File: src/hdl/adc_ctrl_pkg.sv
// Shared constants for the converter control block
package adc_ctrl_pkg;
    localparam int RESULT_BITS = 12;
    localparam logic [3:0] ADDR_RESULT_LOW = 4'h0;
    localparam logic [3:0] ADDR_RESULT_HIGH = 4'h4;
    localparam logic [3:0] ADDR_CONV_CTRL = 4'h8;
    localparam logic [3:0] ADDR_SRC_SEL = 4'hC;
    localparam logic [3:0] ADDR_PIN_STATUS = 4'h0;
    localparam logic [7:0] CONV_CTRL_RESET = 8'h00;
    localparam logic [7:0] SRC_SEL_RESET = 8'h00;
    localparam int BIT_START = 7;
    localparam int BIT_BUSY = 6;
    localparam int BIT_ENABLE = 5;
    localparam int BIT_ALIGN = 4;
    localparam logic [4:0] SAMPLE_CYCLES = 5'h04;
    localparam logic [4:0] CONVERT_CYCLES = 5'h0C;
    localparam logic [4:0] TOTAL_CYCLES = 5'h10;
    localparam logic [3:0] LAST_EXT_CHANNEL = 4'h3;
    localparam logic [2:0] SRC_DAC = 3'h4;
    localparam logic [1:0] RESP_OKAY = 2'h0;
    localparam logic [1:0] RESP_SLVERR = 2'h2;
    localparam time CLK_PERIOD_NS = 25;
endpackage

File: src/hdl/adc_clock_divider.sv
// Converter clock enable from system clock, divide by 2**code
`timescale 1ns/1ps
module adc_clock_divider (
    input wire logic clk,
    input wire logic reset,
    input wire logic clear,
    input wire logic [2:0] code,
    output logic tick
);
    logic [6:0] count_q;
    logic [6:0] limit;
    assign limit = 7'((8'h01 << code) - 8'h01);
    assign tick = (count_q == limit) && !clear;
    always_ff @(posedge clk) begin
        if (reset || clear || tick) begin
            count_q <= 7'h00;
        end else begin
            count_q <= count_q + 7'h01;
        end
    end
endmodule // adc_clock_divider

File: src/hdl/adc_ctrl.sv
// Converter control, result registers and AXI4-Lite slave
`timescale 1ns/1ps
module adc_ctrl (
    input wire logic CLK,
    input wire logic RESET,
    input wire logic [3:0] S_AXI_AWADDR,
    input wire logic S_AXI_AWVALID,
    output logic S_AXI_AWREADY,
    input wire logic [31:0] S_AXI_WDATA,
    input wire logic [3:0] S_AXI_WSTRB,
    input wire logic S_AXI_WVALID,
    output logic S_AXI_WREADY,
    output logic [1:0] S_AXI_BRESP,
    output logic S_AXI_BVALID,
    input wire logic S_AXI_BREADY,
    input wire logic [3:0] S_AXI_ARADDR,
    input wire logic S_AXI_ARVALID,
    output logic S_AXI_ARREADY,
    output logic [31:0] S_AXI_RDATA,
    output logic [1:0] S_AXI_RRESP,
    output logic S_AXI_RVALID,
    input wire logic S_AXI_RREADY,
    input wire logic [3:0] PIN_ANALOG_SELECT,
    input wire logic [11:0] CONVERTER_DATA,
    output logic CONVERTER_POWER,
    output logic CONVERTER_RESET,
    output logic CONVERTER_SAMPLE,
    output logic CONVERTER_CLOCK_EN,
    output logic [3:0] EXTERNAL_ANALOG_INPUTS,
    output logic [2:0] AMPLIFIER_OUTPUT_TAP,
    output logic DAC_OUTPUT_SELECT,
    output logic [2:0] REFERENCE_ROUTE,
    output logic [3:0] PIN_DIGITAL_DISABLE,
    output logic [3:0] PIN_PULLUP_DISABLE,
    output logic CONVERSION_DONE_IRQ
);
    typedef enum logic [2:0] {
        ST_IDLE = 3'b001,
        ST_SAMPLE = 3'b010,
        ST_CONVERT = 3'b100
    } conv_state_t;

    conv_state_t state_q, state_d;
    logic [7:0] conv_control_q;
    logic [7:0] src_select_q;
    logic [11:0] result_q;
    logic [4:0] tick_count_q;
    logic start_prev_q;
    logic [3:0] aw_addr_q;
    logic [31:0] w_data_q;
    logic [3:0] w_strb_q;
    logic aw_held_q;
    logic w_held_q;

    // Bit 6 is the busy flag and ignores writes
    wire logic start_bit = conv_control_q[adc_ctrl_pkg::BIT_START];
    wire logic enable_bit = conv_control_q[adc_ctrl_pkg::BIT_ENABLE];
    wire logic align_bit = conv_control_q[adc_ctrl_pkg::BIT_ALIGN];
    wire logic [3:0] channel = conv_control_q[3:0];
    wire logic [2:0] source = src_select_q[7:5];
    wire logic [1:0] reference = src_select_q[4:3];
    wire logic [2:0] clk_code = src_select_q[2:0];
    wire logic busy = (state_q != ST_IDLE);
    wire logic start_seen = start_prev_q && !start_bit && enable_bit;
    wire logic tick;
    wire logic last_tick = tick && (tick_count_q == adc_ctrl_pkg::TOTAL_CYCLES - 5'h01);
    wire logic finish = (state_q == ST_CONVERT) && last_tick;

    // Result byte packing
    wire logic [7:0] result_high = align_bit ? {4'h0, result_q[11:8]}
                                             : result_q[11:4];
    wire logic [7:0] result_low = align_bit ? result_q[7:0]
                                            : {result_q[3:0], 4'h0};
    wire logic [7:0] conv_readback = {start_bit, busy, conv_control_q[5:0]};

    // Input routing
    wire logic ext_source = (source == 3'h0) || (source > adc_ctrl_pkg::SRC_DAC);
    wire logic ext_pin_valid = (channel <= adc_ctrl_pkg::LAST_EXT_CHANNEL);
    wire logic [3:0] ext_route = (ext_source && ext_pin_valid) ? (4'h1 << channel[1:0])
                                                               : 4'h0;
    wire logic [2:0] amp_route = (source >= 3'h1 && source <= 3'h3)
                                 ? 3'(3'h1 << (source - 3'h1)) : 3'h0;
    wire logic [2:0] ref_route = (reference == 2'h1) ? 3'b010
                               : (reference == 2'h2) ? 3'b100
                               : 3'b001;

    // AXI write decode
    wire logic aw_now = aw_held_q || S_AXI_AWVALID;
    wire logic w_now = w_held_q || S_AXI_WVALID;
    wire logic do_write = aw_now && w_now && !S_AXI_BVALID;
    wire logic [3:0] wr_addr = aw_held_q ? aw_addr_q : S_AXI_AWADDR;
    wire logic [31:0] wr_data = w_held_q ? w_data_q : S_AXI_WDATA;
    wire logic [3:0] wr_strb = w_held_q ? w_strb_q : S_AXI_WSTRB;
    wire logic wr_ctrl = do_write && wr_addr == adc_ctrl_pkg::ADDR_CONV_CTRL && wr_strb[0];
    wire logic wr_src = do_write && wr_addr == adc_ctrl_pkg::ADDR_SRC_SEL && wr_strb[0];
    wire logic wr_ok = (wr_addr == adc_ctrl_pkg::ADDR_CONV_CTRL)
                    || (wr_addr == adc_ctrl_pkg::ADDR_SRC_SEL);

    // AXI read decode
    wire logic do_read = S_AXI_ARVALID && !S_AXI_RVALID;
    wire logic rd_ok = (S_AXI_ARADDR[1:0] == 2'h0) && (S_AXI_ARADDR <= adc_ctrl_pkg::ADDR_SRC_SEL);
    wire logic [7:0] rd_byte = (S_AXI_ARADDR == adc_ctrl_pkg::ADDR_RESULT_LOW) ? result_low
                             : (S_AXI_ARADDR == adc_ctrl_pkg::ADDR_RESULT_HIGH) ? result_high
                             : (S_AXI_ARADDR == adc_ctrl_pkg::ADDR_CONV_CTRL) ? conv_readback
                             : (S_AXI_ARADDR == adc_ctrl_pkg::ADDR_SRC_SEL) ? src_select_q
                             : 8'h00;

    adc_clock_divider divider (
        .clk(CLK),
        .reset(RESET),
        .clear(!busy || start_bit || !enable_bit),
        .code(clk_code),
        .tick(tick)
    );

    // Sequencer next state
    always_comb begin
        state_d = state_q;
        case (state_q)
            ST_IDLE: begin
                if (start_seen) begin
                    state_d = ST_SAMPLE;
                end
            end
            ST_SAMPLE: begin
                if (tick && tick_count_q == adc_ctrl_pkg::SAMPLE_CYCLES - 5'h01) begin
                    state_d = ST_CONVERT;
                end
            end
            ST_CONVERT: begin
                if (last_tick) begin
                    state_d = ST_IDLE;
                end
            end
            default: begin
                state_d = ST_IDLE;
            end
        endcase
        if (start_bit || !enable_bit) begin
            state_d = ST_IDLE;
        end
    end

    always_ff @(posedge CLK) begin
        if (RESET) begin
            state_q <= ST_IDLE;
            tick_count_q <= 5'h00;
            start_prev_q <= 1'b0;
        end else begin
            state_q <= state_d;
            start_prev_q <= start_bit;
            if (state_d == ST_IDLE || start_seen) begin
                tick_count_q <= 5'h00;
            end else if (tick) begin
                tick_count_q <= tick_count_q + 5'h01;
            end
        end
    end

    // Result captured only by a completing, enabled conversion
    always_ff @(posedge CLK) begin
        if (RESET) begin
            result_q <= 12'h000;
        end else if (finish && enable_bit && !start_bit) begin
            result_q <= CONVERTER_DATA;
        end
    end

    // Register file
    always_ff @(posedge CLK) begin
        if (RESET) begin
            conv_control_q <= adc_ctrl_pkg::CONV_CTRL_RESET;
            src_select_q <= adc_ctrl_pkg::SRC_SEL_RESET;
        end else begin
            if (wr_ctrl) begin
                conv_control_q <= {wr_data[7], 1'b0, wr_data[5:0]};
            end
            if (wr_src) begin
                src_select_q <= wr_data[7:0];
            end
        end
    end

    // AXI channel handshakes
    always_ff @(posedge CLK) begin
        if (RESET) begin
            aw_held_q <= 1'b0;
            w_held_q <= 1'b0;
            aw_addr_q <= 4'h0;
            w_data_q <= 32'h0000_0000;
            w_strb_q <= 4'h0;
            S_AXI_AWREADY <= 1'b0;
            S_AXI_WREADY <= 1'b0;
            S_AXI_BVALID <= 1'b0;
            S_AXI_BRESP <= adc_ctrl_pkg::RESP_OKAY;
            S_AXI_ARREADY <= 1'b0;
            S_AXI_RVALID <= 1'b0;
            S_AXI_RDATA <= 32'h0000_0000;
            S_AXI_RRESP <= adc_ctrl_pkg::RESP_OKAY;
        end else begin
            S_AXI_AWREADY <= 1'b0;
            S_AXI_WREADY <= 1'b0;
            S_AXI_ARREADY <= 1'b0;
            if (do_write) begin
                S_AXI_AWREADY <= !aw_held_q;
                S_AXI_WREADY <= !w_held_q;
                aw_held_q <= 1'b0;
                w_held_q <= 1'b0;
                S_AXI_BVALID <= 1'b1;
                S_AXI_BRESP <= wr_ok ? adc_ctrl_pkg::RESP_OKAY : adc_ctrl_pkg::RESP_SLVERR;
            end else begin
                if (S_AXI_AWVALID && !aw_held_q && !S_AXI_AWREADY) begin
                    aw_held_q <= 1'b1;
                    aw_addr_q <= S_AXI_AWADDR;
                    S_AXI_AWREADY <= 1'b1;
                end
                if (S_AXI_WVALID && !w_held_q && !S_AXI_WREADY) begin
                    w_held_q <= 1'b1;
                    w_data_q <= S_AXI_WDATA;
                    w_strb_q <= S_AXI_WSTRB;
                    S_AXI_WREADY <= 1'b1;
                end
            end
            if (S_AXI_BVALID && S_AXI_BREADY) begin
                S_AXI_BVALID <= 1'b0;
            end
            if (do_read && !S_AXI_ARREADY) begin
                S_AXI_ARREADY <= 1'b1;
                S_AXI_RVALID <= 1'b1;
                S_AXI_RDATA <= {24'h00_0000, rd_byte};
                S_AXI_RRESP <= rd_ok ? adc_ctrl_pkg::RESP_OKAY : adc_ctrl_pkg::RESP_SLVERR;
            end else if (S_AXI_RVALID && S_AXI_RREADY) begin
                S_AXI_RVALID <= 1'b0;
            end
        end
    end

    // Analog side controls, all registered
    always_ff @(posedge CLK) begin
        if (RESET) begin
            CONVERTER_POWER <= 1'b0;
            CONVERTER_RESET <= 1'b1;
            CONVERTER_SAMPLE <= 1'b0;
            CONVERTER_CLOCK_EN <= 1'b0;
            EXTERNAL_ANALOG_INPUTS <= 4'h0;
            AMPLIFIER_OUTPUT_TAP <= 3'h0;
            DAC_OUTPUT_SELECT <= 1'b0;
            REFERENCE_ROUTE <= 3'b001;
            PIN_DIGITAL_DISABLE <= 4'h0;
            PIN_PULLUP_DISABLE <= 4'h0;
            CONVERSION_DONE_IRQ <= 1'b0;
        end else begin
            CONVERTER_POWER <= enable_bit;
            CONVERTER_RESET <= start_bit || !enable_bit;
            CONVERTER_SAMPLE <= (state_d == ST_SAMPLE);
            CONVERTER_CLOCK_EN <= tick && busy;
            EXTERNAL_ANALOG_INPUTS <= ext_route;
            AMPLIFIER_OUTPUT_TAP <= amp_route;
            DAC_OUTPUT_SELECT <= (source == adc_ctrl_pkg::SRC_DAC);
            REFERENCE_ROUTE <= ref_route;
            PIN_DIGITAL_DISABLE <= PIN_ANALOG_SELECT;
            PIN_PULLUP_DISABLE <= PIN_ANALOG_SELECT;
            CONVERSION_DONE_IRQ <= finish && enable_bit && !start_bit;
        end
    end
endmodule // adc_ctrl

File: config.mk
export PLATFORM = sky130hd
export DESIGN_NAME = adc_ctrl
export DESIGN_NICKNAME = d
export VERILOG_FILES = /design/src/hdl/adc_ctrl_pkg.sv /design/src/hdl/adc_clock_divider.sv /design/src/hdl/adc_ctrl.sv
export SDC_FILE = /design/constraint.sdc
export NUM_CORES = 1
export LEC_CHECK = 0
export BUFFER_PORTS_ARGS = -buffer_cell sky130_fd_sc_hd__buf_4
export CORE_ASPECT_RATIO = 0.9
export CORE_UTILIZATION = 50
export DETAILED_ROUTE_END_ITERATION = 7
export GPL_TIMING_DRIVEN = 0
export PLACE_DENSITY = 0.82
export SLEW_MARGIN = 20
export SYNTH_ARGS = -nofsm -noshare
export SYNTH_HDL_FRONTEND = slang
export SYNTH_HIERARCHICAL = 1
export SYNTH_SLANG_ARGS = --single-unit
export TNS_END_PERCENT = 5
File: constraint.sdc
create_clock -name CLK -period 6.1 [get_ports CLK]
set_input_delay 0.305 -clock CLK [delete_from_list [all_inputs] [get_ports CLK]]
set_output_delay 0.305 -clock CLK [all_outputs]
set_load 0.01 [all_outputs]
==> flow_metrics.tcl, run 1 <==
set metrics [dict create \
    status "complete, no violations" \
    dr.first_iter.drc_count 144 \
    crit_fanout 10 \
    crit_slowest_cell "nor4b_2" \
    grt_usage 0.223 \
    yosysMostFrequentCell "dfxtp_1" \
    grt_max_degree 16 \
    ys_seq_area_frac 0.425 \
    synth_top_area_frac 0.425 \
    holdWs_ps 144 \
    fin_util 0.637 \
    firstDrtPassIters 4 \
    switching_power_mw 0.309 \
    clock_sinks 93 \
    io_pins 132 \
    pwr_density_cell_nw_per_um2 228 \
    ys_seq_elements 93 \
    max_freq_mhz 259 \
    cts_resized 0 \
    drv_cap 0 \
    p_comb_frac 0.124 \
    die_y_microns 90.8 \
    setup-tns-final_ps 0 \
    ys_warn_count 6 \
    ir_drop_mv 0.131 \
    worst_pin_slew_ps 729 \
    clkTransAtPathRegs_ps 90 \
    detail_route.wl_per_cell_microns 14.3 \
    postCtsSetupRepairBufs 0 \
    clock_latency_ps 360 \
    synth_area_per_cell_sq_um 9.60 \
    setup_viol 0 \
    dieArea_sq_um 9140 \
    layout.cells.non_filler 694 \
    globalplace.congestion 0.868 \
    ant_nets 0 \
    grt_pass1_wl_microns 16000 \
    synth_common_cells "dfxtp_1 (93), nor2_1 (56), mux2i_1 (48)" \
    grt_overflow 0 \
    power.share.clock 0.363 \
    syn_inst 456 \
    pre_cts_ws_ps 2250 \
    hpwl_microns 7500 \
    first_global_vias 3412 \
    cts_max_path_buffers 2 \
    synth.distinct_cells 58 \
    synth_area_sq_um 4380 \
    start_util 0.513 \
    nNetsFinal 647 \
    wl_microns 9950 \
    async_flop_share 0 \
    cellLeakagePower_nw 2.22 \
    rows 32 \
    endpoint_kind "flop" \
    synth_edf_count 0 \
    clock-root-buffer "clkbuf_8" \
    setup_slack_ps 2230 \
    fin_skew_ps 6.62 \
    relSlewSlack 0.510 \
    core-area_sq_um 8530 \
    multiInputGateArea_sq_um 2230 \
    syn2layout_area_growth_pct 24.1 \
    diodes 0 \
    vias_per_cell 5.19 \
    yosys_most_used_dff "dfxtp_1" \
    min_period_ps 3870 \
    drive_gt1_frac 0.268 \
    hold_buffers 0 \
    netlist_top_cells_area "dfxtp_1 (43%), mux2i_1 (11%), buf_4 (5.5%)" \
    vias 3599 \
    critPathMaxStageDelay_ps 600 \
    required_ps 6340 \
    route.detailed.drc 0 \
    portBuffers 78 \
    rsz0062_at_grt "false" \
    cp_data_arrival_time_ps 4100 \
    cts_buffers 9 \
    layout_worst_path_cycle_share 0.634 \
    finalHoldViolations 0 \
    pwr-share-seq 0.513 \
    power.internal_mw 0.930 \
    htree_levels 3 \
    p_sw_frac 0.249 \
    nFillCells 736 \
    cts_tree "built" \
    yosys.area.top_type "dfxtp_1" \
    start_kind "flop" \
    drv_slew 0 \
    post-place-cells 678 \
    path_cells "buf_2 -> nor3b_1 -> or3b_2 -> a31o_1 -> nor4_4 -> and2_1 -> clkbuf_1 -> nand2_1 -> nor4b_2 -> buf_4 -> mux2i_1 -> nor2_1" \
    hp-class "primary input to flop" \
    die_w_microns 101 \
    criticalPathCategory "flop to flop" \
    layout.area.seq_sq_um 1860 \
    antenna_found_initial 0 \
]
==> state kept, by name, summed over array words and instances, names as in the netlist, 3 cells and up <==
signal / cells
result_q: 12
EXTERNAL_ANALOG_INPUTS: 4
AMPLIFIER_OUTPUT_TAP: 3
conv_control_q: 7
divider/count_q: 7
REFERENCE_ROUTE: 3
w_data_q: 8
state_q: 3
PIN_PULLUP_DISABLE: 4
aw_addr_q: 4
S_AXI_RDATA: 8
tick_count_q: 5
src_select_q: 8
==> worst paths after layout <==
| check | slack (ps) | endpoint | depth (start not counted) | from |
|---|---|---|---|---|
| max | 2230 | result_q[6] | 12 | state_q[2] |
| min | 140 | divider/count_q[0] | 2 | RESET |
| max reg2reg | 2230 | result_q[6] | 12 | state_q[2] |
| min reg2reg | 490 | S_AXI_RDATA[4] | 2 | S_AXI_RDATA[4] |
==> critical path: cells and delay by family (launching register included) <==
kind                   cells  cell delay (ps)
and+or+nand+nor            7             2130
DFF                        1              320
muxes                      1              220
AOI/OAI and AO/OA          1              250
buffers and inverters      3              830
==> power groups by stage <==
stage | logic [mW] | registers (mW) | clock network, mW
after global routing | 0.166 | 0.638 | 0.480
final | 0.154 | 0.635 | 0.450
after global placement | 0.148 | 0.649 | 0
after CTS | 0.153 | 0.635 | 0.454
after detailed placement | 0.152 | 0.649 | 0
after floorplan | 0.0912 | 0.651 | 0
==> cells in the final DEF, fill, tap and decap left out, drive strengths merged, types with 3 or more instances in the layout <==
| master | netlist | layout |
|---|---|---|
| or2 | 6 | 6 |
| mux2 | 3 | 3 |
| inv | 10 | 11 |
| nand2 | 17 | 17 |
| o22ai | 4 | 4 |
| and2 | 3 | 3 |
| buf | 41 | 119 |
| conb | 1 | 26 |
| mux2i | 48 | 48 |
| xnor2 | 9 | 9 |
| nor3 | 6 | 6 |
| and3 | 4 | 4 |
| nor2 | 56 | 56 |
| or3b | 7 | 7 |
| nand2b | 9 | 9 |
| a21oi | 25 | 25 |
| a32oi | 9 | 9 |
| clkbuf | 14 | 24 |
| nor4 | 4 | 4 |
| a2111oi | 4 | 4 |
| nand3 | 5 | 5 |
| nor3b | 6 | 6 |
| dfxtp | 93 | 93 |
| nor2b | 9 | 9 |
| a211oi | 22 | 22 |
| nand3b | 4 | 4 |
| ha | 10 | 10 |
| o21ai | 3 | 3 |
| xor2 | 3 | 3 |
==> cell families (layout without fill, tap and decap cells) <==
kind of cell | Yosys count | in the layout | share of synthesized area
and+or+nand+nor | 143 | 143 | 0.176
DFF | 93 | 93 | 0.425
AOI/OAI and AO/OA | 81 | 81 | 0.134
buffers and inverters | 65 | 159 | 0.0906
muxes | 51 | 51 | 0.119
xor gates and xnor gates | 12 | 12 | 0.0257
adders and majority gates | 10 | 10 | 0.0286
other | 1 | 26 | 0.000856
==> cell type report <==
cell class,instances,area share
sequential,93,0.343
timing repair buffer,78,0.108
multi-input combinational,323,0.410
clock buffer,10,0.0235
clock inverter,6,0.0159
tap,119,0.0274
buffer,55,0.0661
inverter,10,0.00691
==> metrics by stage <==
step,total power [mW],cell area [sq um]
after global placement,0.797,5210
after detailed placement,0.802,5210
after global routing,1.28,5430
after floorplan,0.742,4470
final,1.24,5430
after CTS,1.24,5430
==> layer usage <==
layer,vias up,routed length (microns),track usage
met2,120,4870,0.373
met5,-,0,0
met1,1680,4410,0.275
li1,1780,-,-
met3,19,529,0.0433
met4,0,137,0.100
Power figures use the tool's default switching activity.
==> inputs of run 2 (changes only) <==
--- a/config.mk
+++ b/config.mk
@@ -7,10 +7,10 @@
 export LEC_CHECK = 0
 export BUFFER_PORTS_ARGS = -buffer_cell sky130_fd_sc_hd__buf_4
 export CORE_ASPECT_RATIO = 0.9
-export CORE_UTILIZATION = 50
+export CORE_UTILIZATION = 47
 export DETAILED_ROUTE_END_ITERATION = 7
 export GPL_TIMING_DRIVEN = 0
-export PLACE_DENSITY = 0.82
+export PLACE_DENSITY = 0.81
 export SLEW_MARGIN = 20
 export SYNTH_ARGS = -nofsm -noshare
 export SYNTH_HDL_FRONTEND = slang
==> constraint.sdc (replaced) <==
create_clock -name CLK -period 3.25 [get_ports CLK]
set_input_delay 0.1625 -clock CLK [delete_from_list [all_inputs] [get_ports CLK]]
set_output_delay 0.1625 -clock CLK [all_outputs]
set_load 0.01 [all_outputs]
==> flow_metrics.tcl, run 2 (synthesis results as in run 1) <==
set metrics [dict create \
    status "complete, no violations" \
    die_w_microns 104 \
    grt_max_degree 15 \
    holdWs_ps 5.50 \
    nNetsFinal 648 \
    required_ps 3490 \
    grt_overflow 0 \
    route.detailed.drc 0 \
    pwr_density_cell_nw_per_um2 439 \
    drv_slew 0 \
    critPathMaxStageDelay_ps 550 \
    max_freq_mhz 320 \
    cts_tree "built" \
    firstDrtPassIters 7 \
    path_buf_inv 1 \
    min_period_ps 3120 \
    io_pins 132 \
    setup_viol 0 \
    cellLeakagePower_nw 2.25 \
    first_global_vias 3400 \
    fin_skew_ps 11.7 \
    layout_worst_path_cycle_share 0.960 \
    rsz0062_at_grt "false" \
    dieArea_sq_um 9710 \
    cts_max_path_buffers 2 \
    clock_sinks 93 \
    start_util 0.482 \
    mostFrequentLayoutCells "buf_4 (112), dfxtp_1 (93), nor2_1 (56)" \
    worst_pin_slew_ps 751 \
    globalplace.congestion 0.890 \
    cp_data_arrival_time_ps 3360 \
    regMostFlops "result_q" \
    portBuffers 78 \
    crit_fanout 10 \
    crit_family "simple AND/OR/NAND/NOR gates" \
    dr.first_iter.drc_count 174 \
    hpwl_microns 7510 \
    detail_route.wl_per_cell_microns 14.6 \
    die_y_microns 93.6 \
    diodes 0 \
    mostFrequentLayoutCell "buf_4" \
    nFillCells 783 \
    core-area_sq_um 9080 \
    syn2layout_area_growth_pct 25.3 \
    cts_buffers 9 \
    hold_buffers 0 \
    wl_microns 10200 \
    crit_slowest_cell "or3b_2" \
    clock-root-buffer "clkbuf_8" \
    antenna_found_initial 0 \
    total_power_mw 2.41 \
    clock_latency_ps 360 \
    vias_per_cell 5.20 \
    finalHoldViolations 0 \
    drv_cap 0 \
    start_kind "flop" \
    grt_usage 0.215 \
    vias 3628 \
    htree_levels 3 \
    fin_util 0.604 \
    criticalPathCategory "flop to flop" \
    endpoint_kind "flop" \
    rows 33 \
    path_cells "nor3b_1 -> or3b_2 -> a31o_1 -> nor4_4 -> and2_4 -> nand2_1 -> nor4b_4 -> buf_4 -> mux2i_1 -> nor2_1" \
    grt_pass1_wl_microns 16600 \
    relSlewSlack 0.499 \
    drive_gt1_frac 0.271 \
    largest_reg_flops 12 \
    clkTransAtPathRegs_ps 90 \
    hp-class "primary input to flop" \
    ant_nets 0 \
    ir_drop_mv 0.270 \
]
run 2: path summary, 6_finish.rpt:
| check | startpoint | depth (start not counted) | slack [ps] | endpoint |
|---|---|---|---|---|
| setup / recovery | state_q[1] | 10 | 130 | result_q[10] |
| hold / removal | PIN_ANALOG_SELECT[0] | 2 | 6 | PIN_PULLUP_DISABLE[0] |
| setup reg to reg | state_q[1] | 10 | 130 | result_q[10] |
| hold reg to reg | S_AXI_RDATA[4] | 2 | 480 | S_AXI_RDATA[4] |
run 2: report_power, final:
part | internal, mW | leakage [nW] | switching (mW) | total, mW
registers | 1.17 | 0.755 | 0.0213 | 1.19
clock network | 0.532 | 0.121 | 0.397 | 0.929
logic | 0.141 | 1.37 | 0.146 | 0.286
run 2: area by class of cell:
type / count / area [sq um] / share of cell area
clock buffer: 12 / 145 / 0.0265
timing repair buffer: 80 / 601 / 0.109
multi-input combinational: 323 / 2240 / 0.408
buffer: 54 / 355 / 0.0648
tap: 122 / 153 / 0.0278
inverter: 10 / 37.5 / 0.00684
sequential: 93 / 1860 / 0.339
clock inverter: 4 / 95.1 / 0.0173
run 2: metal layers:
layer  vias up  GRT usage  share of wire  routed length [microns]
li1       1791          -              -                        -
met1      1693      0.274           0.45                     4530
met2       123      0.359           0.47                     4800
met3        21     0.0383          0.059                      595
met4         0     0.0988          0.023                      237
met5         -          0              0                        0
run 2: what timing repair did:
item                       in CTS  in global routing
gates resized for setup         3                  0
buffers inserted                1                  1
cloned                          0                  0
pin swaps                       1                  1
setup endpoints to repair      20                 10
run 2: through the flow:
| stage | setup TNS (ps) | std cells | cell area [sq um] | worst slack [ps] |
|---|---|---|---|---|
| global route | 0 | 698 | 5490 | 19.1 |
| finish | 0 | 698 | 5490 | 129 |
| CTS | 0 | 697 | 5470 | 116 |
| global placement | -5140 | 681 | 5210 | -480 |
| detailed placement | -6580 | 681 | 5220 | -595 |
| floorplan | 0 | 481 | 4470 | 33.3 |
==> inputs of run 3 (changes only) <==
--- a/config.mk
+++ b/config.mk
@@ -11,6 +11,7 @@
 export DETAILED_ROUTE_END_ITERATION = 7
 export GPL_TIMING_DRIVEN = 0
 export PLACE_DENSITY = 0.81
+export RECOVER_POWER = 100
 export SLEW_MARGIN = 20
 export SYNTH_ARGS = -nofsm -noshare
 export SYNTH_HDL_FRONTEND = slang
==> flow_metrics.tcl, run 3 (synthesis results as in run 1) <==
set metrics [dict create \
    status "complete, no violations" \
    syn2layout_area_growth_pct 20.9 \
    cts_max_path_buffers 2 \
    met2_length_microns 4770 \
    drv_slew 0 \
    io_pins 132 \
    holdWs_ps 6.78 \
    ir_drop_mv 0.271 \
    mostFrequentLayoutCells "dfxtp_1 (93), buf_4 (71), clkbuf_1 (58)" \
    total_power_mw 2.39 \
    critPathMaxStageDelay_ps 540 \
    cts_buffers 9 \
    portBuffers 78 \
    setup-tns-final_ps 0 \
    layout.cells.non_filler 698 \
    antenna_found_initial 0 \
    setup_viol 0 \
    criticalPathCategory "flop to flop" \
    path_cells "nor3b_1 -> or3b_2 -> a31o_1 -> nor4_4 -> and2_4 -> nand2_1 -> nor4b_4 -> buf_4 -> mux2i_1 -> nor2_1" \
    regMostFlops "result_q" \
    firstDrtPassIters 4 \
    mostFrequentLayoutCell "dfxtp_1" \
    drv_cap 0 \
    nNetsFinal 648 \
    start_util 0.482 \
    crit_family "simple AND/OR/NAND/NOR gates" \
    crit_slowest_cell "or3b_2" \
    first_global_vias 3400 \
    wl_microns 10200 \
    dpl_cell_area_sq_um 5220 \
    relSlewSlack 0.0975 \
    grt_pass1_wl_microns 16600 \
    clock-root-buffer "clkbuf_8" \
    min_period_ps 3110 \
    post-place-cells 681 \
    top_layer "met4" \
    detail_route.wl_per_cell_microns 14.6 \
    diodes 0 \
    fin_area_sq_um 5300 \
    largest_reg_flops 12 \
    met1_length_microns 4570 \
    die_w_microns 104 \
    ant_nets 0 \
    hp-class "primary input to flop" \
    pwr_density_cell_nw_per_um2 451 \
    rows 33 \
    cp_data_arrival_time_ps 3340 \
    finalHoldViolations 0 \
    nFillCells 833 \
    setup_slack_ps 145 \
    max_freq_mhz 322 \
    clkTransAtPathRegs_ps 90 \
    vias 3587 \
    hold_buffers 0 \
    cellLeakagePower_nw 2.07 \
    grt_overflow 0 \
    fin_util 0.583 \
    start_kind "flop" \
    hpwl_microns 7510 \
    clock_latency_ps 360 \
    die_y_microns 93.6 \
    pre_cts_ws_ps -595 \
    fin_skew_ps 10.8 \
    htree_levels 3 \
    clock_sinks 93 \
    route.detailed.drc 0 \
    wl_met3_microns 627 \
    vias_per_cell 5.14 \
    path_buf_inv 1 \
    cts_tree "built" \
    drive_gt1_frac 0.194 \
    globalplace.congestion 0.890 \
    grt_max_degree 15 \
    crit_fanout 10 \
    required_ps 3490 \
    layout_worst_path_cycle_share 0.956 \
    worst_pin_slew_ps 1350 \
    endpoint_kind "flop" \
    rsz0062_at_grt "false" \
    core-area_sq_um 9080 \
    dieArea_sq_um 9710 \
    grt_usage 0.215 \
    dr.first_iter.drc_count 173 \
]
run 3: final cells by class:
type | instances | area (sq um) | area share
Buffer | 54 | 344 | 0.0650
Clock inverter | 4 | 95.1 | 0.0180
Inverter | 10 | 37.5 | 0.00709
Timing Repair Buffer | 80 | 447 | 0.0844
Clock buffer | 12 | 145 | 0.0274
Multi-Input combinational cell | 323 | 2210 | 0.418
Tap cell | 122 | 153 | 0.0288
Sequential cell | 93 | 1860 | 0.352
run 3: repair_timing:
| action | in CTS | in global routing |
|---|---|---|
| resized for setup | 3 | 0 |
| buffers inserted | 1 | 1 |
| pin swaps | 1 | 1 |
| setup endpoints to repair | 20 | 10 |
run 3: path summary, 6_finish.rpt:
path | cells after the start | start | slack [ps] | to
worst min-delay path | 2 | PIN_ANALOG_SELECT[0] | 7 | PIN_PULLUP_DISABLE[0]
worst min register to register | 2 | S_AXI_RDATA[4] | 480 | S_AXI_RDATA[4]
worst max-delay path | 10 | state_q[1] | 140 | result_q[10]
worst max register to register | 10 | state_q[1] | 140 | result_q[10]
run 3: per-layer routing:
layer / vias up / GRT usage
met1: 1683 / 0.274
met2: 102 / 0.359
met3: 17 / 0.0383
met5: - / 0
li1: 1785 / -
met4: 0 / 0.0988
run 3: power breakdown:
group	switching (mW)	internal [mW]	total, mW	leakage, nW
combinational	0.143	0.122	0.265	1.20
sequential	0.0206	1.17	1.19	0.755
clock	0.398	0.532	0.930	0.121
total	0.561	1.83	2.39	2.07
